**src/rtl/stg_pkg.sv**
```systemverilog
package stg_pkg;

    // Register indices; the byte address on the bus is four times the index.
    localparam logic [13:0] IDX_SOUND_CONTROL = 14'h005e;
    localparam logic [13:0] IDX_PITCH_RELOAD = 14'h1946;
    localparam logic [13:0] IDX_AMPLITUDE_LEVEL = 14'h1947;
    localparam logic [13:0] IDX_FADE_GRADE = 14'h1948;
    localparam logic [13:0] IDX_TONE_INTERRUPT_COUNT = 14'h1949;

    // Field positions inside the sound control word.
    localparam int CTL_RUN_BIT = 0;
    localparam int CTL_IRQ_FLAG = 1;
    localparam int CTL_IRQ_ENABLE = 2;
    localparam int CTL_AMP_PIN_EN = 3;
    localparam int CTL_SOUND_PIN_EN = 4;
    localparam int CTL_SQUARE_ONLY = 5;
    localparam int CTL_CLK_SEL_LO = 6;
    localparam int CTL_FADE_EN = 8;
    localparam int CTL_BUSY = 9;
    localparam int CTL_RESERVED = 15;

    // Values after reset.
    localparam logic [7:0] RST_AMPLITUDE = 8'h00;
    localparam logic [7:0] RST_PITCH = 8'h00;
    localparam logic [7:0] RST_GRADE = 8'h00;
    localparam logic [7:0] RST_TONE_COUNT = 8'h00;

    // Amplitude value that holds the pulse output permanently high.
    localparam logic [7:0] AMP_FULL = 8'hff;

    // Clock select codes.
    localparam logic [1:0] CLK_DIV1 = 2'h0;
    localparam logic [1:0] CLK_DIV2 = 2'h1;
    localparam logic [1:0] CLK_DIV4 = 2'h2;
    localparam logic [1:0] CLK_DIV8 = 2'h3;

    // Control bits that software writes.
    typedef struct packed {
        logic reserved_b;
        logic fade_en;
        logic [1:0] clk_sel;
        logic square_only;
        logic sound_pin_en;
        logic amp_pin_en;
        logic irq_en;
        logic irq_flag;
        logic run_bit;
    } stg_ctrl_t;

    localparam stg_ctrl_t CTRL_RESET = '0;

    // Generator sequencing, one-hot.
    typedef enum logic [2:0] {
        SEQ_IDLE = 3'b001,
        SEQ_RUN = 3'b010,
        SEQ_DRAIN = 3'b100
    } stg_state_t;

    // Pin group: level plus output enable.
    typedef struct packed {
        logic level;
        logic oe;
    } stg_pin_t;

endpackage : stg_pkg

```
**src/rtl/stg_top.sv**
```systemverilog
// What this block does
// - Busy rises with run, falls after run clears and tone cycle ends.
// - With fade enabled, amplitude drops by one per decrement carry.
// - Clock select picks machine clock divided by one, two, four or eight.
// - Square-only gives plain tone; otherwise tone AND pulse width output.
// - Sound pin enable routes the sound output; else pin left to port.
// - Amplitude pin enable routes raw pulses to their pin.
// - Interrupt request is high while enable and flag are both one.
// - Flag sets when the tone pulse counter runs out.
// - Writing zero clears the flag; locked reads return one for it.
// - Runs while run is set; after clearing, finishes current tone cycle.
// - Rising run bit loads all four counters from their registers.
// - Pitch counter reloads on its own underflow; steps at pulse period end.
// - Tone is a half-duty square; changing pitch while running may skew it.
// - Pulse width generator takes the amplitude at each tone falling edge.
// - Fading stops at zero amplitude; generator keeps running.
// - Amplitude of all ones holds the pulse output high.
// - Decrement counter reloads on underflow; steps at tone falling edge.
// - Decrement counter spans grade plus one tone cycles.
// - Tone pulse counter reloads on underflow; steps on decrement carry.
// - Interrupt every (grade+1)*(count+1) tone cycles.
module stg_top (
    // Clock and reset.
    input wire logic clk_sys,
    input wire logic sys_rst,
    // AHB-Lite slave.
    input wire logic hsel,
    input wire logic [31:0] haddr,
    input wire logic [1:0] htrans,
    input wire logic hwrite,
    input wire logic [2:0] hsize,
    input wire logic hmastlock,
    input wire logic [31:0] hwdata,
    input wire logic hready,
    output logic hreadyout,
    output logic hresp,
    output logic [31:0] hrdata,
    // Sound pins and interrupt.
    output logic sound_out_o,
    output logic sound_out_oe,
    output logic amplitude_out_o,
    output logic amplitude_out_oe,
    output logic irq
);

    // One counter step: returns underflow in the top bit, next value below.
    function automatic logic [8:0] count_step(input logic [7:0] cnt,
                                              input logic [7:0] reload);
        if (cnt == 8'h00)
        begin
            count_step = {1'b1, reload};
        end
        else
        begin
            count_step = {1'b0, cnt - 8'h01};
        end
    endfunction : count_step

    stg_pkg::stg_ctrl_t ctrl_q;
    stg_pkg::stg_state_t state_q;
    logic [7:0] amplitude_q;
    logic [7:0] pitch_q;
    logic [7:0] grade_q;
    logic [7:0] tone_count_q;
    logic [13:0] addr_idx_q;
    logic wr_pend_q;
    logic rd_wait_q;
    logic rd_lock_q;
    logic [31:0] hrdata_q;
    logic run_prev_q;
    logic [2:0] presc_q;
    logic [7:0] phase_q;
    logic [7:0] pitch_cnt_q;
    logic [7:0] amp_cnt_q;
    logic [7:0] fade_cnt_q;
    logic [7:0] tone_cnt_q;
    logic tone_q;
    logic sound_q;
    logic pulse_q;
    logic busy;
    logic start;
    logic tick;
    logic [2:0] presc_mask;
    logic period_end;
    logic pitch_under;
    logic tone_fall;
    logic fade_carry;
    logic tone_carry;
    logic pulse_d;
    logic [8:0] pitch_step;
    logic [8:0] fade_step;
    logic [8:0] tone_step;
    logic addr_ok;
    logic wr_ctrl;
    logic wr_amp;
    logic [15:0] ctrl_word;

    // Bus decode: a transfer is taken when selected, non-idle and ready.
    assign addr_ok = hsel && htrans[1] && hready;
    assign wr_ctrl = wr_pend_q && addr_idx_q == stg_pkg::IDX_SOUND_CONTROL;
    assign wr_amp = wr_pend_q && addr_idx_q == stg_pkg::IDX_AMPLITUDE_LEVEL;
    // Reads take one wait state so a read right after a write sees the write.
    assign hreadyout = ~rd_wait_q;
    assign hresp = 1'b0;
    assign hrdata = hrdata_q;

    // Address phase capture; only whole-word single transfers are expected.
    always_ff @(posedge clk_sys)
    begin
        if (sys_rst)
        begin
            addr_idx_q <= 14'h0000;
            wr_pend_q <= 1'b0;
            rd_wait_q <= 1'b0;
            rd_lock_q <= 1'b0;
        end
        else
        begin
            addr_idx_q <= addr_ok ? haddr[15:2] : addr_idx_q;
            wr_pend_q <= addr_ok && hwrite;
            rd_wait_q <= addr_ok && !hwrite;
            rd_lock_q <= addr_ok && !hwrite && hmastlock;
        end
    end

    // Readable view of the control word with live busy state.
    always_comb
    begin
        ctrl_word = 16'h0000;
        ctrl_word[stg_pkg::CTL_RESERVED] = ctrl_q.reserved_b;
        ctrl_word[stg_pkg::CTL_BUSY] = busy;
        ctrl_word[stg_pkg::CTL_FADE_EN] = ctrl_q.fade_en;
        ctrl_word[stg_pkg::CTL_CLK_SEL_LO +: 2] = ctrl_q.clk_sel;
        ctrl_word[stg_pkg::CTL_SQUARE_ONLY] = ctrl_q.square_only;
        ctrl_word[stg_pkg::CTL_SOUND_PIN_EN] = ctrl_q.sound_pin_en;
        ctrl_word[stg_pkg::CTL_AMP_PIN_EN] = ctrl_q.amp_pin_en;
        ctrl_word[stg_pkg::CTL_IRQ_ENABLE] = ctrl_q.irq_en;
        // A locked read stands for read-modify-write, so the flag
        // reads one and the write-back cannot clear a pending event.
        ctrl_word[stg_pkg::CTL_IRQ_FLAG] = ctrl_q.irq_flag | rd_lock_q;
        ctrl_word[stg_pkg::CTL_RUN_BIT] = ctrl_q.run_bit;
    end

    // Read data is registered in the wait cycle; unmapped words read zero.
    always_ff @(posedge clk_sys)
    begin
        if (sys_rst)
        begin
            hrdata_q <= 32'h0000_0000;
        end
        else if (rd_wait_q)
        begin
            case (addr_idx_q)
                stg_pkg::IDX_SOUND_CONTROL: hrdata_q <= {16'h0000, ctrl_word};
                stg_pkg::IDX_PITCH_RELOAD: hrdata_q <= {24'h000000, pitch_q};
                stg_pkg::IDX_AMPLITUDE_LEVEL:
                    hrdata_q <= {24'h000000, amplitude_q};
                stg_pkg::IDX_FADE_GRADE: hrdata_q <= {24'h000000, grade_q};
                stg_pkg::IDX_TONE_INTERRUPT_COUNT:
                    hrdata_q <= {24'h000000, tone_count_q};
                default: hrdata_q <= 32'h0000_0000;
            endcase
        end
    end

    // Control register; busy is not stored so writes to it have no effect.
    always_ff @(posedge clk_sys)
    begin
        if (sys_rst)
        begin
            ctrl_q <= stg_pkg::CTRL_RESET;
        end
        else
        begin
            if (wr_ctrl)
            begin
                ctrl_q.reserved_b <= hwdata[stg_pkg::CTL_RESERVED];
                ctrl_q.fade_en <= hwdata[stg_pkg::CTL_FADE_EN];
                ctrl_q.clk_sel <= hwdata[stg_pkg::CTL_CLK_SEL_LO +: 2];
                ctrl_q.square_only <= hwdata[stg_pkg::CTL_SQUARE_ONLY];
                ctrl_q.sound_pin_en <= hwdata[stg_pkg::CTL_SOUND_PIN_EN];
                ctrl_q.amp_pin_en <= hwdata[stg_pkg::CTL_AMP_PIN_EN];
                ctrl_q.irq_en <= hwdata[stg_pkg::CTL_IRQ_ENABLE];
                ctrl_q.run_bit <= hwdata[stg_pkg::CTL_RUN_BIT];
            end
            // Hardware set beats a software clear in the same cycle.
            if (tone_carry)
            begin
                ctrl_q.irq_flag <= 1'b1;
            end
            else if (wr_ctrl && !hwdata[stg_pkg::CTL_IRQ_FLAG])
            begin
                ctrl_q.irq_flag <= 1'b0;
            end
        end
    end

    // Reload registers; a software write to amplitude wins over a fade step.
    always_ff @(posedge clk_sys)
    begin
        if (sys_rst)
        begin
            amplitude_q <= stg_pkg::RST_AMPLITUDE;
            pitch_q <= stg_pkg::RST_PITCH;
            grade_q <= stg_pkg::RST_GRADE;
            tone_count_q <= stg_pkg::RST_TONE_COUNT;
        end
        else
        begin
            if (wr_pend_q && addr_idx_q == stg_pkg::IDX_PITCH_RELOAD)
            begin
                pitch_q <= hwdata[7:0];
            end
            if (wr_pend_q && addr_idx_q == stg_pkg::IDX_FADE_GRADE)
            begin
                grade_q <= hwdata[7:0];
            end
            if (wr_pend_q && addr_idx_q == stg_pkg::IDX_TONE_INTERRUPT_COUNT)
            begin
                tone_count_q <= hwdata[7:0];
            end
            if (wr_amp)
            begin
                amplitude_q <= hwdata[7:0];
            end
            else if (fade_carry && ctrl_q.fade_en && amplitude_q != 8'h00)
            begin
                amplitude_q <= amplitude_q - 8'h01;
            end
        end
    end

    // Run sequencing: drain to the end of the tone cycle before idling.
    assign start = ctrl_q.run_bit && !run_prev_q;
    assign busy = state_q != stg_pkg::SEQ_IDLE;

    always_ff @(posedge clk_sys)
    begin
        if (sys_rst)
        begin
            state_q <= stg_pkg::SEQ_IDLE;
            run_prev_q <= 1'b0;
        end
        else
        begin
            run_prev_q <= ctrl_q.run_bit;
            case (state_q)
                stg_pkg::SEQ_IDLE:
                    if (start)
                    begin
                        state_q <= stg_pkg::SEQ_RUN;
                    end
                stg_pkg::SEQ_RUN:
                    if (!ctrl_q.run_bit)
                    begin
                        state_q <= stg_pkg::SEQ_DRAIN;
                    end
                stg_pkg::SEQ_DRAIN:
                    if (ctrl_q.run_bit)
                    begin
                        state_q <= stg_pkg::SEQ_RUN;
                    end
                    else if (tone_fall)
                    begin
                        state_q <= stg_pkg::SEQ_IDLE;
                    end
                default: state_q <= stg_pkg::SEQ_IDLE;
            endcase
        end
    end

    // Prescaler: the divider counts while busy and the select picks its tap mask.
    always_comb
    begin
        case (ctrl_q.clk_sel)
            stg_pkg::CLK_DIV1: presc_mask = 3'h0;
            stg_pkg::CLK_DIV2: presc_mask = 3'h1;
            stg_pkg::CLK_DIV4: presc_mask = 3'h3;
            stg_pkg::CLK_DIV8: presc_mask = 3'h7;
            default: presc_mask = 3'h0;
        endcase
    end
    assign tick = busy && (presc_q & presc_mask) == presc_mask;

    always_ff @(posedge clk_sys)
    begin
        if (sys_rst || !busy)
        begin
            presc_q <= 3'h0;
        end
        else
        begin
            presc_q <= presc_q + 3'h1;
        end
    end

    // Counter steps and the events that chain them together.
    assign period_end = tick && phase_q == 8'hff;
    assign pitch_step = count_step(pitch_cnt_q, pitch_q);
    assign pitch_under = period_end && pitch_step[8];
    assign tone_fall = pitch_under && tone_q;
    assign fade_step = count_step(fade_cnt_q, grade_q);
    assign fade_carry = tone_fall && fade_step[8];
    assign tone_step = count_step(tone_cnt_q, tone_count_q);
    assign tone_carry = fade_carry && tone_step[8];

    // Pulse phase counter; its wrap is the period end that steps the pitch.
    always_ff @(posedge clk_sys)
    begin
        if (sys_rst || start)
        begin
            phase_q <= 8'h00;
        end
        else if (tick)
        begin
            phase_q <= phase_q + 8'h01;
        end
    end

    // Pitch counter and tone toggle; a new pitch shows at the next reload,
    // so a mid-cycle change can leave one half period uneven.
    always_ff @(posedge clk_sys)
    begin
        if (sys_rst)
        begin
            pitch_cnt_q <= stg_pkg::RST_PITCH;
            tone_q <= 1'b0;
        end
        else if (start)
        begin
            pitch_cnt_q <= pitch_q;
            tone_q <= 1'b0;
        end
        else if (period_end)
        begin
            pitch_cnt_q <= pitch_step[7:0];
            tone_q <= tone_q ^ pitch_step[8];
        end
    end

    // Amplitude working copy for the pulse generator.
    always_ff @(posedge clk_sys)
    begin
        if (sys_rst)
        begin
            amp_cnt_q <= stg_pkg::RST_AMPLITUDE;
        end
        else if (start || tone_fall)
        begin
            amp_cnt_q <= amplitude_q;
        end
    end

    // Decrement counter advances once per tone cycle, tone pulse counter once per decrement carry.
    always_ff @(posedge clk_sys)
    begin
        if (sys_rst)
        begin
            fade_cnt_q <= stg_pkg::RST_GRADE;
            tone_cnt_q <= stg_pkg::RST_TONE_COUNT;
        end
        else if (start)
        begin
            fade_cnt_q <= grade_q;
            tone_cnt_q <= tone_count_q;
        end
        else if (tone_fall)
        begin
            fade_cnt_q <= fade_step[7:0];
            if (fade_carry)
            begin
                tone_cnt_q <= tone_step[7:0];
            end
        end
    end

    // Pulse is high for amplitude phases of each period, all-ones stays high.
    assign pulse_d = busy && (amp_cnt_q == stg_pkg::AMP_FULL
                              || phase_q < amp_cnt_q);

    // Output flops so the pins carry no decode glitches.
    always_ff @(posedge clk_sys)
    begin
        if (sys_rst)
        begin
            pulse_q <= 1'b0;
            sound_q <= 1'b0;
        end
        else
        begin
            pulse_q <= pulse_d;
            sound_q <= ctrl_q.square_only ? tone_q
                                          : (tone_q & pulse_d);
        end
    end

    // Pin routing; the port direction bit lives outside this block.
    assign sound_out_o = sound_q;
    assign sound_out_oe = ctrl_q.sound_pin_en;
    assign amplitude_out_o = pulse_q;
    assign amplitude_out_oe = ctrl_q.amp_pin_en;
    assign irq = ctrl_q.irq_en && ctrl_q.irq_flag;

endmodule : stg_top

```
**config.mk**
```make
export PLATFORM = sky130hd
export DESIGN_NAME = stg_top
export DESIGN_NICKNAME = d
export VERILOG_FILES = /design/src/rtl/stg_pkg.sv /design/src/rtl/stg_top.sv
export SDC_FILE = /design/constraint.sdc
export NUM_CORES = 1
export LEC_CHECK = 0
export BUFFER_PORTS_ARGS = -buffer_cell sky130_fd_sc_hd__buf_2
export CORE_MARGIN = 2
export CORE_UTILIZATION = 48
export CTS_CLUSTER_SIZE = 24
export DETAILED_ROUTE_END_ITERATION = 16
export HOLD_SLACK_MARGIN = 0.06
export MAX_ROUTING_LAYER = met4
export PLACE_DENSITY = 0.67
export SLEW_MARGIN = 20
export SYNTH_ARGS = -nofsm -noshare
export SYNTH_HDL_FRONTEND = slang
export SYNTH_SLANG_ARGS = --single-unit
```
**constraint.sdc**
```tcl
create_clock -name clk_sys -period 4.6 [get_ports clk_sys]
set_input_delay 0.46 -clock clk_sys [delete_from_list [all_inputs] [get_ports clk_sys]]
set_output_delay 0.46 -clock clk_sys [all_outputs]
set_load 0.005 [all_outputs]
```
# --- Word-level counts from Yosys, hierarchy flattened ---
# Index checks and enable logic that the tools add are counted.
totals:
  regBits: 141
  input_bits: 75
  out_inout_bits: 39
  word_cells: 124
op_classes:
  addsub: 6
  n_lt_le_gt_ge: 1
  n_eq_ne: 18
  mux: 22
  n_bitwise: 5
  n_reduce_logical: 43
ops:
  columns: ["op", "count"]
  rows:
  - ["16-bit case mux with 5 select lines", 1]
  - ["8-bit two-way mux", 9]
  - ["14-bit by 13-bit equality test with 1-bit output, second input constant", 4]
  - ["8-bit by 1-bit subtractor with 8-bit output, second input constant", 4]
  - ["9-bit two-way mux", 3]
  - ["8-bit zero test", 3]
  - ["1-bit logical AND", 22]
  - ["8-bit equality test, second input constant", 2]
  - ["14-bit by 7-bit equality test with 1-bit output, second input constant", 1]
  - ["3-bit two-way mux", 4]
  - ["3-bit case mux with 4 select lines", 1]
  - ["2-bit nonzero test", 5]
  - ["3-bit case mux with 3 select lines", 1]
  - ["8-bit by 1-bit adder with 8-bit output, second input constant", 1]
  - ["8-bit less-than comparator", 1]
  - ["8-bit nonzero test", 1]
  - ["2-bit equality test, second input constant", 2]
  - ["1-bit zero test", 4]
  - ["1-bit logical OR", 4]
  - ["2-bit != test, second input constant", 2]
  - ["3-bit by 1-bit adder with 3-bit output, second input constant", 1]
  - ["3-bit bitwise AND", 1]
  - ["3-bit by 1-bit equality test with 1-bit output, second input constant", 1]
  - ["3-bit by 2-bit equality test with 1-bit output, second input constant", 1]
  - ["other kinds (14)", 16]

# --- Depth between registers and ports, before layout ---
# Gate-level depths: netlist of run 1.
depth:
  word_depth: 13
  mapped_depth: 10

# --- Least setup slack after synthesis of run 1 ---
# OpenSTA, ideal clock, no wires.
synth_timing:
  path_type: "flip-flop to flip-flop"
  startpoint: "register pitch_cnt_q[2]"
  endpoint: "register fade_cnt_q[4]"
  t_arrival_ps: 2093
  required_time_ps: 4470
  slack_ps: 2377
  path_stages_with_launch: 9
  n_path_buf: 2
  synth_period_minus_slack_ps: 2223
  cell_sequence: "dfxtp_1 or4_4 nor4_4 nand4_4 and2_1 clkbuf_1 clkbuf_1 a21oi_1 o32ai_1"
synth_via:
  elab_chain_cells: 5
synth_rtl:
  columns: ["element", "line", "rtl"]
  rows:
  - ["start: declaration", "stg_top.sv:73", "logic [7:0] pitch_cnt_q;"]
  - ["start signal: assignment", "stg_top.sv:326", "pitch_cnt_q <= stg_pkg::RST_PITCH;"]
  - ["start signal: assignment", "stg_top.sv:331", "pitch_cnt_q <= pitch_q;"]
  - ["start signal: assignment", "stg_top.sv:336", "pitch_cnt_q <= pitch_step[7:0];"]
  - ["8-bit zero test", "stg_top.sv:49", "if (cnt == 8'h00)"]
  - ["9-bit two-way mux", "stg_top.sv:49", null]
  - ["1-bit logical AND", "stg_top.sv:300", "assign pitch_under = period_end && pitch_step[8];"]
  - ["1-bit logical AND", "stg_top.sv:301", "assign tone_fall = pitch_under && tone_q;"]
  - ["2-bit nonzero test (no source line)", null, null]
  - ["end signal: assignment", "stg_top.sv:359", "fade_cnt_q <= stg_pkg::RST_GRADE;"]
  - ["end signal: assignment", "stg_top.sv:364", "fade_cnt_q <= grade_q;"]
  - ["end signal: assignment", "stg_top.sv:369", "fade_cnt_q <= fade_step[7:0];"]
  - ["end: declaration", "stg_top.sv:75", "logic [7:0] fade_cnt_q;"]
# Every way passes these cells.
# A chain may end at the register's enable or synchronous reset.

# --- Worst setup path in the final report of run 1 ---
layout_timing:
  startpoint: "register fade_cnt_q[0]"
  endpoint: "register amplitude_q[1]"
layout_via:
  elab_chain_cells: 6
layout_rtl:
  columns: ["element", "line", "rtl"]
  rows:
  - ["8-bit zero test", "stg_top.sv:49", null]
  - ["9-bit two-way mux", "stg_top.sv:49", null]
  - ["1-bit logical AND", "stg_top.sv:303", "assign fade_carry = tone_fall && fade_step[8];"]
  - ["1-bit logical AND (2 in series)", "stg_top.sv:226", "else if (fade_carry && ctrl_q.fade_en && amplitude_q != 8'h00)"]
  - ["2-bit nonzero test (no source line)", null, null]
  - ["end signal: assignment", "stg_top.sv:203", "amplitude_q <= stg_pkg::RST_AMPLITUDE;"]
  - ["end signal: assignment", "stg_top.sv:224", "amplitude_q <= hwdata[7:0];"]
  - ["end signal: assignment", "stg_top.sv:228", "amplitude_q <= amplitude_q - 8'h01;"]
  - ["end: declaration", "stg_top.sv:61", "logic [7:0] amplitude_q;"]
# Every way passes these cells.

==> flow_summary.ini, run 1 <==
[timing]
final_max_slew_viol_count = 0
worst_slew_pin_slew_ns = 0.998
setup_viol = 0
period_needed_ns = 2.83
rsz0062_at_grt = no
finClkSkew_ns = 0.00931
fmaxAchievable_mhz = 353
period_share_pct = 61.6
setup_tns_ns = 0
whs_ns = 0.210
maxSlewHeadroom_pct = 33.3
hold_viol_final = 0

[logic_synthesis]
ys.flop_type = dfxtp_1
synth_cell_types = 62
ys_warn_count = 0
seq_area_frac_synth_pct = 40.5
yosys-top-cells-area = dfxtp_1 (40%), nand2_1 (9.4%), a21oi_1 (8.0%), ha_1 (3.6%), nor2_1 (2.8%)
ys_ff_latch = 120
syn_inst = 754
syn_area_um2 = 5930
synth_largest_area_cell = dfxtp_1
synth_edf_count = 0
yosysMostFrequentCell = nand2_1
syn_area_per_cell_um2 = 7.87
synth_top_area_share_pct = 40.5
synth-async-reset-ratio_pct = 0
ys_top_cells_by_count = nand2_1 (148), dfxtp_1 (120), a21oi_1 (95)

[routing]
ant_nets = 0
drc_errors = 0
drt-pass1-iter-count = 7
wl_met2_um = 7020
drtIter0Drc = 556
wl_met1_um = 6790
met3WireLength_um = 935
vias_per_cell = 5.65
routed.top_layer = met4
num_vias = 5444
wl_per_cell_um = 15.6
routed_wl_um = 15100

[worst_setup_path]
r2r_end = amplitude_q[1]
critPathSlowestCell = nor4b_1
cp_top_family = simple AND/OR/NAND/NOR gates
crit_chain = inv_1 -> ha_1 -> nor4b_1 -> nand2_1 -> or2_2 -> o311ai_0 -> a21oi_1
slowest_delay_ns = 0.57
cp.depth = 7
path_max_fanout = 12
arrival_ns = 3.11
endpoint_kind = flip-flop
critPathBufInv = 1
required_ns = 4.87
critical_path_class = flip-flop to flip-flop
r2r_slack_ns = 1.77
rr_worst_depth = 7
worst_setup_path_start_kind = flip-flop
r2r_start = fade_cnt_q[0]

[global_routing]
antenna_found_initial = 0
grt_max_degree = 86
grtUsageTotal_pct = 24.4
grt_overflow = 0
grt_pass1_vias = 4930
grt_pass1_wl_um = 24500

[layout]
drive_gt1_share_pct = 12.2
fillers = 1119
n_antenna_cell = 0
largest-register = addr_idx_q
largest_register_ffs = 14
nNetsFinal = 875
stdcell_area_um2 = 6750
syn2layout_area_growth_pct = 13.7

[pwr]
ir_worst_vdd_mv = 0.269
pwr-share-comb_pct = 2.5
seq_power_share_pct = 43.3
switching_share_pct = 20.8
power.internal_uw = 1920
p_clk_share_pct = 54.2
cellLeakagePower_uw = 0.00237
p_per_area_nw_per_um2 = 360
p_sw_uw = 505

[clock_tree]
path_clk_slew_ns = 0.05
clock_sinks = 120
post_cts_buffers = 0
h-tree-depth = 4
numCtsBuffers = 17
cts-root-buf = clkbuf_16
cts_buffer_depth = 2
clkLatencyLatePin_ns = 0.43
cts_tree = done
ctsResizeCount = 0
hold_buffers = 0

[floorplanning]
std_cell_rows = 40
die_width_um = 115
ios = 114
die-area_um2 = 13300
initial_core_util_pct = 49.2
die_h_um = 115
core_area_um2 = 12100

[flow_run]
cap_violations = 0

[worst_hold_path]
hp-class = input port to flip-flop
hp-start = hwrite
hold_path_depth = 2
min_to = rd_wait_q

[placement]
hpwl_um = 10500
placed_area_um2 = 6170
portBuffers = 47
gp_congestion = 0.934

[status]
outcome = completed
==> worst max path at each step <==
stage | start | endpoint | slack, ns
2_1_floorplan | pitch_cnt_q[2] | fade_cnt_q[4] | 2.38
3_3_place_gp | pitch_cnt_q[2] | amplitude_q[1] | 1.90
3_5_place_dp | fade_cnt_q[0] | amplitude_q[1] | 1.86
4_1_cts | fade_cnt_q[0] | amplitude_q[1] | 1.85
5_1_grt | fade_cnt_q[0] | amplitude_q[1] | 1.55
6_report | fade_cnt_q[0] | amplitude_q[1] | 1.77
==> cells by family after synthesis <==
family / Yosys count / synth area share (%)
adders and majority gates: 17 / 3.58
other: 1 / 0.0632
xor gates and xnor gates: 13 / 1.92
and+or+nand+nor: 315 / 25.7
AOI/OAI and AO/OA: 201 / 21.0
muxes: 2 / 0.337
buffers and inverters: 85 / 6.92
DFF: 120 / 40.5
==> final cells by class <==
class	instances	area, µm²	area share, %
multi-input combinational	570	3210	47.5
clock buffer	22	454	6.73
clock inverter	9	125	1.85
tap	168	210	3.12
sequential	120	2400	35.6
timing repair buffer	50	260	3.86
inverter	24	90.1	1.34
==> metrics by stage <==
step,setup WS (ns),util (%),std cells,power [µW]
6_report,1.77,55.9,963,2430
2_1_floorplan,2.38,-,775,1120
4_1_cts,1.85,55.9,963,2440
3_3_place_gp,1.90,51.1,932,1130
3_5_place_dp,1.86,51.1,932,1130
5_1_grt,1.55,55.9,963,2500
==> cell usage in the layout, fill, tap and decap left out, types with 22 or more instances in the layout <==
cell / instances
dfxtp_1: 120
buf_2: 46
conb_1: 22
inv_1: 24
nand2_1: 148
a21oi_1: 95
nand3_1: 28
nor2_1: 45
o21ai_0: 26
==> power groups by stage <==
stage	logic [µW]	clock network (µW)	registers (µW)
after floorplan	46.4	0	1070
after global placement	57.9	0	1070
after detailed placement	59.2	0	1070
after CTS	59.2	1330	1050
after global routing	66.7	1380	1050
final	60.2	1310	1050
==> routing by layer <==
| layer | global-route usage, % | vias up |
|---|---|---|
| met2 | 38.1 | 191 |
| met3 | 5.85 | 26 |
| met4 | 9.24 | 0 |
| met1 | 30.7 | 2553 |
| met5 | - | - |
| li1 | - | 2674 |
Note: power is estimated with default switching activity, not from simulation.
==> run 2, diff against run 1 <==
clock period = 2.74 ns   (was 4.6 ns; I/O delays follow)
==> run 2 against run 1 <==
Effect of this change: final area rose by 2.1%; non-clock buffer count up 15; die area stayed put; maximum frequency grew 13%; combinational power rose by 78%; critical endpoint is now amplitude_q[6]; largest cell class unchanged; largest power group unchanged; highest routed layer unchanged.
==> flow_summary.ini, run 2 (synthesis gave the netlist of run 1 again) <==
[layout]
drive_gt1_share_pct = 13.8
n_antenna_cell = 0
final_common_cell = nand2_1
fillers = 1122
regArea_um2 = 2400
nNetsFinal = 890
largest-register = addr_idx_q
syn2layout_area_growth_pct = 16.1
layout_common_cells = nand2_1 (147), dfxtp_1 (120), a21oi_1 (95), buf_2 (46), nor2_1 (45)
largest_register_ffs = 14
multiInputGateArea_um2 = 3210

[placement]
portBuffers = 47
gp_congestion = 0.902
hpwl_um = 11000
dpl_worst_slack_ns = 0.258

[timing]
finClkSkew_ns = 0.00641
period_share_pct = 91.1
rsz0062_at_grt = no
final_max_slew_viol_count = 0
setup_tns_ns = 0
period_needed_ns = 2.50
worst_slew_pin_slew_ns = 0.737
setup_viol = 0
fin_ws_ns = 0.244
hold_viol_final = 0
fmaxAchievable_mhz = 401
maxSlewHeadroom_pct = 50.7

[floorplanning]
std_cell_rows = 40
die-area_um2 = 13300
die_h_um = 115
die_width_um = 115
initial_core_util_pct = 49.2
core_area_um2 = 12100
ios = 114

[worst_setup_path]
r2r_end = amplitude_q[6]
r2r_start = pitch_cnt_q[3]
r2r_slack_ns = 0.24
arrival_ns = 2.83
required_ns = 3.07
rr_worst_depth = 7
critical_path_class = flip-flop to flip-flop
path_max_fanout = 11
worst_setup_path_start_kind = flip-flop
endpoint_kind = flip-flop

[routing]
drtIter0Drc = 502
vias_per_cell = 5.59
num_vias = 5471
routed_wl_um = 15300
ant_nets = 0
drt-pass1-iter-count = 6
drc_errors = 0
wl_per_cell_um = 15.7

[global_routing]
grt_overflow = 0
grt_max_degree = 69
grt_pass1_wl_um = 25000
grtUsageTotal_pct = 24.8
grt_pass1_vias = 5113
antenna_found_initial = 0

[pwr]
ir_worst_vdd_mv = 0.420
cellLeakagePower_uw = 0.00246
p_per_area_nw_per_um2 = 594

[clock_tree]
cts_buffer_depth = 2
numCtsBuffers = 17
clkLatencyLatePin_ns = 0.41
path_clk_slew_ns = 0.05
cts_tree = done
clock_sinks = 120
h-tree-depth = 4
cts-root-buf = clkbuf_16

[worst_hold_path]
hold_path_depth = 2
hp-start = hmastlock
min_to = rd_lock_q
hp-class = input port to flip-flop

[status]
outcome = completed

[flow_run]
cap_violations = 0
-- run 2: worst max-delay path by stage --
stage / from / end / slack (ns) / cells after the start
after floorplan: pitch_cnt_q[2] / fade_cnt_q[4] / 0.52 / 8
after global placement: pitch_cnt_q[3] / amplitude_q[4] / 0.27 / 7
after detailed placement: pitch_cnt_q[3] / amplitude_q[6] / 0.26 / 7
after CTS: pitch_cnt_q[3] / amplitude_q[6] / 0.24 / 7
after global routing: pitch_cnt_q[3] / amplitude_q[5] / 0.05 / 7
final: pitch_cnt_q[3] / amplitude_q[6] / 0.24 / 7
-- run 2: metal layers --
layer / vias up / part of all wire (%) / track usage (%)
met5: - / 0 / -
met4: 0 / 1.9 / 8.27
met3: 27 / 6.1 / 5.64
met2: 200 / 48 / 40.0
met1: 2544 / 44 / 30.8
li1: 2700 / - / -
-- run 2: power by group --
part | total (µW) | switching (µW) | leakage [µW] | internal (µW)
clock | 2220 | 755 | 0.000287 | 1470
combinational | 107 | 71.0 | 0.00120 | 36.0
sequential | 1760 | 7.40 | 0.000967 | 1760
total | 4090 | 833 | 0.00246 | 3260
-- run 2: layout make-up --
type | instances | area share [%]
sequential | 120 | 34.9
clock inverter | 8 | 1.76
clock buffer | 23 | 6.79
inverter | 24 | 1.31
timing repair buffer | 65 | 5.63
multi-input combinational | 570 | 46.6
tap | 168 | 3.05
-- run 2: through the flow --
stage	utilization (%)	total power [µW]	area, µm²	hold slack (ns)	instances
after global routing	57.1	4220	6890	0.0807	978
after CTS	57.1	4120	6890	0.0738	978
after global placement	52.1	1900	6290	0.442	946
after detailed placement	52.1	1900	6290	0.454	946
after floorplan	-	1880	6010	0.358	775
final	57.1	4090	6890	0.0822	978
-- run 2: repair_timing --
| item | in CTS | in global routing |
|---|---|---|
| hold buffers | 1 | 0 |
| gates resized for setup | 0 | 1 |
| setup buffers | 0 | 0 |
| endpoints found under the hold margin | 1 | 0 |
| setup endpoints to repair | 0 | 1 |
-- run 2: critical path, cell delays in order, from the launching register on --
cell and delay, ns:
dfxtp_1 0.34, or4_4 0.55, nor4_4 0.32, nand4_4 0.26
buf_4 0.28, nor4_1 0.33, xnor2_1 0.10, a211oi_1 0.22
